==> src/verilog/est_pkg.sv <==
package est_pkg;

	// Terminal function codes (two-digit decimal codes held in 8 bits)
	localparam logic [7:0] FUNC_NONE      = 8'hff;
	localparam logic [7:0] FUNC_REV_RUN   = 8'h01;
	localparam logic [7:0] FUNC_EXT_TRIP  = 8'h0c;
	localparam logic [7:0] FUNC_RESET     = 8'h12;
	localparam logic [7:0] FUNC_EMSTOP    = 8'h40;

	// Polarity codes
	localparam logic [1:0] POL_MAKE       = 2'h0;
	localparam logic [1:0] POL_BREAK      = 2'h1;

	// Values after reset
	localparam logic [7:0] RST_T1_FUNC    = FUNC_REV_RUN;
	localparam logic [1:0] RST_T1_POL     = POL_MAKE;
	localparam logic [7:0] RST_T2_FUNC    = FUNC_NONE;
	localparam logic [1:0] RST_T2_POL     = POL_MAKE;
	localparam logic [7:0] RST_T3_FUNC    = FUNC_EXT_TRIP;
	localparam logic [1:0] RST_T3_POL     = POL_MAKE;

	// Trip code reported for the shutoff trip
	localparam logic [7:0] TRIP_CODE_SHUTOFF = 8'h25;
	localparam logic [7:0] TRIP_CODE_NONE    = 8'h00;

	// Synchroniser depth
	localparam int SYNC_STAGES = 2;

	// One terminal's setting
	typedef struct packed {
		logic [7:0] func;
		logic [1:0] pol;
	} est_term_cfg_t;

	// A console write request
	typedef struct packed {
		logic          valid;
		logic [1:0]    term;
		est_term_cfg_t cfg;
	} est_cfg_wr_t;

	typedef enum logic [1:0] {
		TERM_ONE   = 2'h0,
		TERM_TWO   = 2'h1,
		TERM_THREE = 2'h2
	} est_term_t;

endpackage

==> src/verilog/est_shutoff.sv <==
`timescale 1ns/1ns
// Overview of operation
// Enabled stop input halts switching, no software
// Enabled: terminals one, three reserved exclusively
// Terminal one fixed reset function, make contact
// Terminal three fixed stop function, break
// Stop input latches trip, reports code
// Open or mismatched stop terminal also trips
// Only terminal-one reset clears; console ignored
// Installer sets switch on; default off
// Switch off: terminals freely settable, defaults
// Reset function forces make-contact polarity
// Stop code on three forces break polarity
// Switch on moves reset function to one
// Switch off never restores removed reset
// Stop code not selectable from console
// After on-off: one keeps reset, three none
// Power off before moving the switch
// Allocation applied before functions evaluated
module est_shutoff (
	input  wire logic                  clock_in,        // 50 MHz clock
	input  wire logic                  srst_in,         // Sync reset, high
	input  wire logic                  shutoff_enable_switch_in, // Board switch
	input  wire logic                  input_terminal_one_in,    // Raw terminal one
	input  wire logic                  input_terminal_two_in,    // Raw terminal two
	input  wire logic                  input_terminal_three_in,  // Raw terminal three
	input  wire est_pkg::est_cfg_wr_t  cfg_wr_in,       // Console setting write
	input  wire logic                  console_reset_in, // Console reset pulse
	input  wire logic                  gate_request_in, // Software gate enable
	output logic                       gate_enable_out, // Power stage switching allowed
	output logic                       trip_out,        // Shutoff trip latched
	output logic [7:0]                 shutoff_trip_code_out, // Trip code
	output est_pkg::est_term_cfg_t     term_one_cfg_out,   // Terminal one setting
	output est_pkg::est_term_cfg_t     term_two_cfg_out,   // Terminal two setting
	output est_pkg::est_term_cfg_t     term_three_cfg_out, // Terminal three setting
	output logic                       reset_active_out,   // Reset function asserted
	output logic                       ext_trip_out,       // External trip function asserted
	output logic                       rev_run_out         // Reverse run function asserted
);

	logic [2:0]             pins_sync;
	logic                   en_sync;
	logic                   en_prev_ff;
	logic                   en_seen_ff;
	est_pkg::est_term_cfg_t cfg_ff [3];
	est_pkg::est_term_cfg_t nxt_cfg [3];
	logic [2:0]             active;
	logic                   stop_req;
	logic                   reset_req;
	logic                   trip_ff;
	logic                   gate_ff;
	logic [7:0]             code_ff;
	logic                   reset_ff;
	logic                   ext_ff;
	logic                   rev_ff;

	// Switch and pins are asynchronous to the clock
	est_sync #(
		.WIDTH (4)
	) u_sync (
		.clock_in (clock_in),
		.srst_in  (srst_in),
		.async_in ({shutoff_enable_switch_in, input_terminal_three_in,
			input_terminal_two_in, input_terminal_one_in}),
		.sync_out ({en_sync, pins_sync})
	);

	// Polarity forcing applied to every setting write
	function automatic est_pkg::est_term_cfg_t force_pol(
		input est_pkg::est_term_cfg_t c,
		input logic                   is_three
	);
		est_pkg::est_term_cfg_t r;
		r = c;
		if (c.func == est_pkg::FUNC_RESET) begin
			r.pol = est_pkg::POL_MAKE;
		end else if (is_three && c.func == est_pkg::FUNC_EMSTOP) begin
			r.pol = est_pkg::POL_BREAK;
		end
		return r;
	endfunction

	// Function is active when level differs from polarity (break = open asserts)
	function automatic logic term_active(
		input logic                   lvl,
		input est_pkg::est_term_cfg_t c
	);
		return (c.pol == est_pkg::POL_BREAK) ? ~lvl : lvl;
	endfunction

	// Switch edge tracking; en_seen marks that enable was ever on
	always_ff @(posedge clock_in) begin
		if (srst_in) begin
			en_prev_ff <= 1'b0;
			en_seen_ff <= 1'b0;
		end else begin
			en_prev_ff <= en_sync;
			if (en_sync) begin
				en_seen_ff <= 1'b1;
			end
		end
	end

	// Next terminal settings: console write, then forced allocation on top
	always_comb begin
		for (int i = 0; i < 3; i++) begin
			nxt_cfg[i] = cfg_ff[i];
		end
		// Console writes; stop code refused from console
		if (cfg_wr_in.valid && cfg_wr_in.term != 2'h3
				&& cfg_wr_in.cfg.func != est_pkg::FUNC_EMSTOP) begin
			nxt_cfg[cfg_wr_in.term] = force_pol(cfg_wr_in.cfg,
				cfg_wr_in.term == est_pkg::TERM_THREE);
		end
		// Polarity pins for three remain fixed at break while it holds stop code
		if (!en_sync && en_prev_ff) begin
			// Switch turned off: three loses its function, keeps polarity
			nxt_cfg[est_pkg::TERM_THREE].func = est_pkg::FUNC_NONE;
			nxt_cfg[est_pkg::TERM_THREE].pol  = est_pkg::POL_BREAK;
			nxt_cfg[est_pkg::TERM_ONE].func   = est_pkg::FUNC_RESET;
			nxt_cfg[est_pkg::TERM_ONE].pol    = est_pkg::POL_MAKE;
		end
		if (en_sync) begin
			// Reserved terminals overwrite anything written
			nxt_cfg[est_pkg::TERM_ONE].func   = est_pkg::FUNC_RESET;
			nxt_cfg[est_pkg::TERM_ONE].pol    = est_pkg::POL_MAKE;
			nxt_cfg[est_pkg::TERM_THREE].func = est_pkg::FUNC_EMSTOP;
			nxt_cfg[est_pkg::TERM_THREE].pol  = est_pkg::POL_BREAK;
			// Duplicate reset allocation elsewhere removed
			if (nxt_cfg[est_pkg::TERM_TWO].func == est_pkg::FUNC_RESET) begin
				nxt_cfg[est_pkg::TERM_TWO].func = est_pkg::FUNC_NONE;
			end
		end
	end

	// Settings store; a removed allocation returns only through a console write
	always_ff @(posedge clock_in) begin
		if (srst_in) begin
			cfg_ff[0] <= '{func: est_pkg::RST_T1_FUNC, pol: est_pkg::RST_T1_POL};
			cfg_ff[1] <= '{func: est_pkg::RST_T2_FUNC, pol: est_pkg::RST_T2_POL};
			cfg_ff[2] <= '{func: est_pkg::RST_T3_FUNC, pol: est_pkg::RST_T3_POL};
		end else begin
			for (int i = 0; i < 3; i++) begin
				cfg_ff[i] <= nxt_cfg[i];
			end
		end
	end

	// Function evaluation uses the forced allocation whenever enabled
	generate
		for (genvar g = 0; g < 3; g++) begin : g_act
			assign active[g] = term_active(pins_sync[g],
				en_sync ? nxt_cfg[g] : cfg_ff[g]);
		end
	endgenerate

	// Stop asserted when terminal three open or wrong level while enabled
	assign stop_req  = en_sync && active[est_pkg::TERM_THREE];
	assign reset_req = en_sync && pins_sync[est_pkg::TERM_ONE];

	// Trip latch: only terminal-one reset clears, stop wins over clear
	always_ff @(posedge clock_in) begin
		if (srst_in) begin
			trip_ff <= 1'b0;
			code_ff <= est_pkg::TRIP_CODE_NONE;
		end else if (stop_req) begin
			trip_ff <= 1'b1;
			code_ff <= est_pkg::TRIP_CODE_SHUTOFF;
		end else if (reset_req) begin
			trip_ff <= 1'b0;
			code_ff <= est_pkg::TRIP_CODE_NONE;
		end
	end

	// Hardware gate path; software request cannot override a stop
	always_ff @(posedge clock_in) begin
		if (srst_in) begin
			gate_ff <= 1'b0;
		end else begin
			gate_ff <= gate_request_in && !stop_req && !trip_ff;
		end
	end

	// Decoded terminal functions (reserved terminals excluded while enabled, except for the reset function)
	function automatic logic func_hit(
		input logic [2:0]        act,
		input logic [7:0]        code,
		input logic              en
	);
		logic hit;
		hit = 1'b0;
		for (int i = 0; i < 3; i++) begin
			if (act[i] && cfg_ff[i].func == code
					&& !(en && i != int'(est_pkg::TERM_TWO) && code != est_pkg::FUNC_RESET)) begin
				hit = 1'b1;
			end
		end
		return hit;
	endfunction

	// Registered function outputs; console reset deliberately unused for trip
	always_ff @(posedge clock_in) begin
		if (srst_in) begin
			reset_ff <= 1'b0;
			ext_ff   <= 1'b0;
			rev_ff   <= 1'b0;
		end else begin
			reset_ff <= func_hit(active, est_pkg::FUNC_RESET, en_sync) || console_reset_in;
			ext_ff   <= func_hit(active, est_pkg::FUNC_EXT_TRIP, en_sync);
			rev_ff   <= func_hit(active, est_pkg::FUNC_REV_RUN, en_sync);
		end
	end

	assign gate_enable_out       = gate_ff;
	assign trip_out              = trip_ff;
	assign shutoff_trip_code_out = code_ff;
	assign term_one_cfg_out      = cfg_ff[0];
	assign term_two_cfg_out      = cfg_ff[1];
	assign term_three_cfg_out    = cfg_ff[2];
	assign reset_active_out      = reset_ff;
	assign ext_trip_out          = ext_ff;
	assign rev_run_out           = rev_ff;
endmodule // est_shutoff

==> src/verilog/est_sync.sv <==
`timescale 1ns/1ns
// Two-stage synchroniser for asynchronous terminal levels
module est_sync #(
	parameter int WIDTH = 3
) (
	input  wire logic             clock_in,  // System clock
	input  wire logic             srst_in,   // Sync reset
	input  wire logic [WIDTH-1:0] async_in,  // Raw pin levels
	output logic      [WIDTH-1:0] sync_out   // Synchronised levels
);

	logic [WIDTH-1:0] meta_ff;
	logic [WIDTH-1:0] sync_ff;

	// First stage feeds only the second
	always_ff @(posedge clock_in) begin
		if (srst_in) begin
			meta_ff <= '0;
			sync_ff <= '0;
		end else begin
			meta_ff <= async_in;
			sync_ff <= meta_ff;
		end
	end

	assign sync_out = sync_ff;

endmodule // est_sync

==> config.mk <==
export PLATFORM = sky130hd
export DESIGN_NAME = est_shutoff
export DESIGN_NICKNAME = d
export VERILOG_FILES = /design/src/verilog/est_pkg.sv /design/src/verilog/est_shutoff.sv /design/src/verilog/est_sync.sv
export SDC_FILE = /design/constraint.sdc
export NUM_CORES = 1
export LEC_CHECK = 0
export BUFFER_PORTS_ARGS = -buffer_cell sky130_fd_sc_hd__clkbuf_2
export CAP_MARGIN = 25
export CORE_MARGIN = 10
export CORE_UTILIZATION = 41
export DETAILED_ROUTE_END_ITERATION = 12
export PLACE_DENSITY = 0.65
export SLEW_MARGIN = 20
export SYNTH_ARGS = -nofsm -noshare
export SYNTH_HDL_FRONTEND = slang
export SYNTH_HIERARCHICAL = 1
export SYNTH_SLANG_ARGS = --single-unit
==> constraint.sdc <==
create_clock -name clock_in -period 2.1 [get_ports clock_in]
set_input_delay 0.105 -clock clock_in [delete_from_list [all_inputs] [get_ports clock_in]]
set_output_delay 0.105 -clock clock_in [all_outputs]
set_load 0.02 [all_outputs]
### Yosys cells after proc, flatten, opt, wreduce, memory -nomap -nowiden

Memory sizes are Yosys's and may differ from the RTL's.
Index checks and enable logic that the tools add are counted.
W data, S select, Z words.

* $lt $le $gt $ge: 2
* eq/ne operators: 18
* muxes and demuxes: 38
* bitwise operators: 7
* reduce and logical (&&, ||, !) cells: 27

Operator list (count)
* $mux W10: 7
* $eq A8 B5 Y1 const B: 5
* $bwmux W30: 1
* $mux W30: 1
* $eq A8 B1 Y1 const B: 3
* $eq A8 B4 Y1 const B: 3
* $logic_and A1 B1 Y1: 22
* $demux W10 S2: 1
* $mux W1: 18
* $mux W18: 1
* $mux W2: 6
* $mux W6: 2
* $eq A8 B7 Y1 const B: 1
* $mux W8: 1
* $ne A8 B7 Y1 const B: 1
* $eq A2 B1 Y1 const B: 3
* $ge A3 B3 Y1 const B: 1
* $logic_not A1 Y1: 3
* $lt A3 B1 Y1 const B: 1
* $not A1 Y1: 3
* $not A2 Y3: 1
* $or A1 B1 Y1: 3
* $eq A2 B2 Y1 const B: 1
* $ne A2 B2 Y1 const B: 1
* other kinds (2): 2

* register bits: 17
* RAM bits: 30
* input bits: 21
* output and inout bits: 43
* memories kept: 1

Memories
* cfg_ff: words 3, bits a word 10, rd ports 3, clocked after Yosys merged registers in 0, wr ports 3, line est_shutoff.sv:45 `est_pkg::est_term_cfg_t cfg_ff [3];`

### Longest topological paths before layout

Gate-level depths: netlist of the first run.

* depth after elaboration: 19
* gate-level depth with buffers: 7
* mapped depth without buffers: 5

### Cells and area by module

The synthesis of the first run kept the hierarchy.

Modules (own cells, without submodules)
* est_shutoff: times used 1, cells each 218, area an instance 1851.8 sq um, sequential area each 720.7 sq um
* est_sync: times used 1, cells each 16, area an instance 210.2 sq um, sequential area each 160.2 sq um

### Worst setup path before layout of the first run

No wires, ideal clock.

* path type: input to register
* start: input cfg_wr_in[4] in the netlist's numbering
* end: memory cfg_ff[0][15] in the netlist's numbering
* arrival time: 1.969 ns
* required time: 2.035 ns
* setup slack: 0.066 ns
* stages: 7
* path through: or4_1 buf_6 o31ai_4 a22oi_2 or4_1 buf_2 nand4b_1

RTL lines
* start: declaration: line est_shutoff.sv:27 `input wire est_pkg::est_cfg_wr_t cfg_wr_in,`
* end: declaration: line est_shutoff.sv:45

==> metrics.txt, run 1 <==
Synth warnings 6; Yosys cell types 49; Final setup viols 0; post-CTS sizing 0; Synth Register Bits 44; FFs w/ async S/R, synth 0%; total grt overflow 0; antenna cell count 0; Leak Pwr around 0.0012 uW; Place WS -0.09955 ns; final worst path period share between 90% and 100%; First DRT Iteration DRCs 111; area grow syn2layout 26.21%; Fin Hold WS about 0.011 ns; final hold violation count 0; gr usage total approximately 14%; RSZ-0062 raised after global routing false; Synth Area per Inst roughly 8.8 sq um; Die Width approximately 91 um; final setup TNS 0 ns; Final WS setup about 0.2 ns; Min-Delay Startpoint shutoff_enable_switch_in; antenna violations before repair 0; clk_skew 0.01080 ns; I/O pins 64; Die H ~91 um; RePlAce Congestion roughly 0.89; total power 1789 uW; Fill cells roughly 450; Data required, critical path 2.34 ns; CP arrival roughly 2.1 ns; vias in the first global route about 1900; Mapped Area ~2100 sq um; clock tree buffer depth 2; Synth Flop Type dfxtp_1; CTS sink cnt 44; post-synth top area cell dfxtp_1; Post-CTS Hold Fix Bufs 0; PwrDens roughly 690 nW/um^2; Die ar. slightly above 8000 sq um; Crit path max-delay family simple AND/OR/NAND/NOR gates; Antenna Nets Post-Route 0; critical path's largest stage delay roughly 0.58 ns; CTS H-tree lvls 2; outcome completed; nets roughly 330; element type at the critical path end flip-flop; CP max-delay cell or4_4; post-synthesis sequential area ratio a little over two fifths; pin count of the biggest net entering global routing 17; Slew Viols, Final 0; Highest Clock Rate between 500 and 600 MHz; TritonCTS buffer count 5; most frequent cells in the layout clkbuf_2, dfxtp_1, nor2_1; layout cell share with drive strength beyond 1 between 30% and 40%; Peak VDD IR 0.4957 mV; post-synth top area share around 43%; latest clock arrival within the worst-skew pair approximately 0.31 ns; # DRC 0; CTS tree built; EDFF count, synth 0; IO buf count 58; crit path kind flip-flop to flip-flop; core area 4786 sq um; commonest non-fill, non-tap cell in the layout clkbuf_2; starting density of the core 43.08%; Critical Path Start Type flip-flop; Max Cap Violations 0; reg2reg start cfg_ff[0][13]$_SDFF_PP1_; Synth Instances between 200 and 250; Worst Path Buf+Inv 0; Post-CTS Setup Repair Bufs 0; largest cells by area after synthesis dfxtp_1, mux2i_1, nor2_1; global-route wire length before repair around 9500 um; vias per cell approximately 5.1; HP Class input pin to flip-flop; crit path max fanout 6; crit-path cells or3b_2, nor4_1, o31ai_1, or4_4, nand4b_1; clk root buf clkbuf_8; Detailed Route WL about 6000 um; Worst-path clk slew ~0.080 ns; Reg2Reg Setup Slack roughly 0.20 ns; DR pass1 iterations 4; # rows 25; Final Critical Period about 1.9 ns; via count around 1900; WL/cell about 16 um; Worst Setup SP cfg_ff[0][13]$_SDFF_PP1_; post-DP HPWL ~4700 um
[area by class of cell]
type                       count  area (sq um)  share of cell area (%)
multi-input combinational    170          1081                   41.54
sequential                    44         880.8                   33.85
timing repair buffer          79         447.9                   17.21
clock buffer                   7         86.33                   3.317
tap                           67         83.83                   3.221
inverter                       4         15.01                  0.5769
clock inverter                 1         7.507                  0.2885
[logic make-up after synthesis]
| kind of cell | synth area share [%] |
|---|---|
| AND/OR/NAND/NOR | 27.73 |
| flip-flops | 42.72 |
| AO/OA/AOI/OAI | 13.41 |
| buffers and inverters | 6.371 |
| multiplexers | 8.738 |
| XOR/XNOR | 0.8497 |
| other | 0.1819 |
[synth_stat cells, types with 2 or more instances]
| master | count |
|---|---|
| a211oi_1 | 2 |
| a21oi_1 | 16 |
| and3_1 | 2 |
| buf_2 | 3 |
| buf_4 | 8 |
| clkbuf_1 | 7 |
| dfxtp_1 | 44 |
| inv_1 | 4 |
| mux2i_1 | 18 |
| nand2_1 | 23 |
| nand3_1 | 2 |
| nand3b_1 | 3 |
| nand4_1 | 3 |
| nand4b_1 | 6 |
| nor2_1 | 26 |
| nor2b_1 | 12 |
| nor3_1 | 6 |
| nor3b_1 | 2 |
| nor4_1 | 3 |
| nor4b_1 | 2 |
| o21a_1 | 2 |
| o21ai_0 | 4 |
| o22ai_1 | 2 |
| o311ai_0 | 2 |
| o31ai_1 | 2 |
| or3_1 | 4 |
| or3b_2 | 3 |
| or4_1 | 2 |
[final timing paths]
path / depth (start not counted) / to
max: 5 / cfg_ff[0][15]$_SDFF_PP1_
min: 2 / u_sync/meta_ff[3]$_SDFF_PP0_
max reg2reg: 5 / cfg_ff[0][15]$_SDFF_PP1_
min reg2reg: 1 / u_sync/sync_out[0]$_SDFF_PP0_
[state kept, by name, indices dropped and copies added (netlist names)]
register	cells
ext_trip_out	1
shutoff_trip_code_out	1
u_sync/meta_ff	4
en_prev_ff	1
reset_active_out	1
gate_enable_out	1
rev_run_out	1
cfg_ff	30
u_sync/sync_out	4
[per-layer routing]
| layer | vias to the layer above | wire (um) | share of wire [%] | GRT usage (%) |
|---|---|---|---|---|
| met5 | - | 0 | 0 | 0 |
| met4 | 0 | 72 | 1.2 | 4.308 |
| met3 | 7 | 324 | 5.4 | 4.156 |
| met2 | 45 | 2789 | 46 | 22.78 |
| met1 | 877 | 2814 | 47 | 17.45 |
| li1 | 960 | - | - | - |
[through the flow]
stage / cell area, sq um / utilization (%) / instances
floorplan: 2077 / - / 238
global placement: 2505 / 52.34 / 364
detailed placement: 2505 / 52.34 / 364
CTS: 2599 / 54.30 / 372
global route: 2603 / 54.38 / 372
finish: 2603 / 54.38 / 372
[power by group]
| part | internal, uW | switching [uW] | leakage (uW) | total, uW |
|---|---|---|---|---|
| Clock | 268 | 298 | 0.0000445 | 566 |
| Sequential | 877 | 37.2 | 0.000361 | 914 |
| Combinational | 125 | 184 | 0.000813 | 309 |
[worst reg2reg max path: stages, from the launching register on]
cell and delay [ns]:
dfxtp_1 0.35, or3b_2 0.47, nor4_1 0.20, o31ai_1 0.12
or4_4 0.58, nand4b_1 0.12
(Power assumes the default switching activity.)
==> inputs of run 2 (changes only) <==
--- a/config.mk
+++ b/config.mk
@@ -5,12 +5,12 @@
 export SDC_FILE = /design/constraint.sdc
 export NUM_CORES = 1
 export LEC_CHECK = 0
-export BUFFER_PORTS_ARGS = -buffer_cell sky130_fd_sc_hd__clkbuf_2
 export CAP_MARGIN = 25
 export CORE_MARGIN = 10
 export CORE_UTILIZATION = 41
 export DETAILED_ROUTE_END_ITERATION = 12
-export PLACE_DENSITY = 0.65
+export DONT_BUFFER_PORTS = 1
+export PLACE_DENSITY = 0.53
 export SLEW_MARGIN = 20
 export SYNTH_ARGS = -nofsm -noshare
 export SYNTH_HDL_FRONTEND = slang
==> run 2 against run 1 <==
Die area is the same. Cell count shrank 14%. Wire length grew 4.2%. Non-clock buffer count shrank 51. Highest routed layer unchanged. Power grew 3.0%. Cell area shrank 6.4%.
==> metrics.txt, run 2 (synthesis gave the netlist of run 1 again) <==
outcome completed; core area 4786 sq um (unchanged); First DRT Iteration DRCs 102 (-8.1%); nets 274 (-16%); layout cell share with drive strength beyond 1 12.20% (-19 points); Highest Clock Rate 507.6 MHz (-3.7%); Worst-path clk slew 0.09 ns (about the same); via count 1779 (-5.8%); Worst Setup SP cfg_ff[0][14]$_SDFF_PP1_; Antenna Nets Post-Route 0 (unchanged); CP arrival 2.21 ns (+0.07 ns); pin count of the biggest net entering global routing 29 (+12); clk root buf clkbuf_8; clock tree buffer depth 2 (unchanged); Die Width 90.92 um (unchanged); Largest register FFs 30 (unchanged); Detailed Route WL 6254 um (+4.2%); IO buf count 0 (-100%); Die H 90.92 um (unchanged); Post-CTS Setup Repair Bufs 0 (unchanged); crit path max fanout 6 (unchanged); DR pass1 iterations 4 (unchanged); vias per cell 5.542 (+9.1%); antenna violations before repair 0 (unchanged); Critical Path Start Type flip-flop; design area 2435 sq um (-6.4%); Final WS setup 0.1299 ns (-0.07368 ns); Final Critical Period 1.970 ns (+0.07368 ns); Leak Pwr 0.001016 uW (-17%); CTS tree built; global-route wire length before repair 9880 um (+4.4%); Slew Viols, Final 0 (unchanged); Cell Area, Placed 2175 sq um (-13%); # DRC 0 (unchanged); Peak VDD IR 0.4052 mV (-18%); TritonCTS buffer count 5 (unchanged); reg2reg start cfg_ff[0][14]$_SDFF_PP1_; Max Cap Violations 0 (unchanged); I/O pins 64 (unchanged); Final setup viols 0 (unchanged); clk_skew 0.004766 ns (-0.006036 ns); Top reg by flops cfg_ff; WL/cell 19.48 um (+21%); Min-Delay Startpoint console_reset_in; final worst path period share 93.82% (+3.5 points); vias in the first global route 1733 (-6.4%); CTS sink cnt 44 (unchanged); Die ar. 8266 sq um (unchanged); latest clock arrival within the worst-skew pair 0.30 ns (about the same); area grow syn2layout 18.08%; RSZ-0062 raised after global routing false; HP Class input pin to flip-flop; element type at the critical path end flip-flop; commonest non-fill, non-tap cell in the layout dfxtp_1; antenna cell count 0 (unchanged); post-DP HPWL 4651 um (-1.0%); PwrDens 756.8 nW/um^2 (+10%); Place WS -0.03998 ns (+0.05957 ns); total grt overflow 0 (unchanged); CTS H-tree lvls 2 (unchanged); crit path kind flip-flop to flip-flop; starting density of the core 43.08% (unchanged); Data required, critical path 2.34 ns (about the same); total power 1843 uW (+3.0%); most frequent cells in the layout dfxtp_1, nor2_1, nand2_1; final hold violation count 0 (unchanged); RePlAce Congestion 0.8616 (-3.5%); # rows 25 (unchanged); gr usage total 15.01% (+0.98 points)
==> run 2: cell count changes in the layout (fill, tap and decap cells not counted) <==
cell	change
or4_4	-1
clkbuf_8	-1
clkbuf_2	-58
inv_6	+1
or4_1	+1
dlygate4sd3_1	+13
bufinv_16	+1
clkbuf_1	-1
buf_8	+1
buf_4	-8
buf_12	+1
==> run 2: cell type report <==
cell class	instances	area (sq um)
clock inverters	3	46.29
fillers	466	2351
clock buffers	5	68.82
well taps	67	83.83
multi-input cells	170	1077
repair buffers	28	262.8
inverters	4	15.01
flip-flops and latches	44	880.8
==> run 2: repair_timing <==
item | 4_1_cts | 5_1_grt
endpoints found under the hold margin | 36 | 0
gates resized for setup | 0 | 0
hold buffers | 13 | 0
==> run 2: stage by stage <==
stage	utilization [%]	std cells	hold WS [ns]	TNS (ns)
after global placement	45.44	299	0.1803	0
after global routing	50.88	321	0.003783	0
final	50.88	321	0.005311	0
after floorplan	-	238	0.1766	0
after detailed placement	45.44	299	0.1808	-0.04221
after CTS	50.56	320	0.0003287	0
==> run 2: layer usage <==
| layer | GRT usage, % | vias to the layer above | wire length, um |
|---|---|---|---|
| li1 | - | 860 | - |
| met1 | 17.13 | 851 | 2576 |
| met3 | 7.315 | 6 | 560 |
| met2 | 24.40 | 62 | 3044 |
| met5 | 0 | - | 0 |
| met4 | 4.178 | 0 | 73 |
==> run 2: final timing paths <==
path / endpoint / slack, ns / cells past startpoint
setup / recovery: cfg_ff[0][14]$_SDFF_PP1_ / 0.13 / 5
hold / removal: reset_active_out$_SDFF_PP0_ / 0.005 / 2
setup reg to reg: cfg_ff[0][14]$_SDFF_PP1_ / 0.13 / 5
hold reg to reg: u_sync/sync_out[3]$_SDFF_PP0_ / 0.44 / 1
==> run 2: critical path: stages, from the launching register on <==
cell and delay (ns):
dfxtp_1 0.32, or3b_2 0.50, nor4_1 0.19, o31ai_1 0.12, or4_1 0.64, nand4b_1 0.15
==> run 2: power breakdown <==
group	internal, uW	switching (uW)	total (uW)
clock	358	308	666
sequential	877	79.9	957
combinational	100	120	220
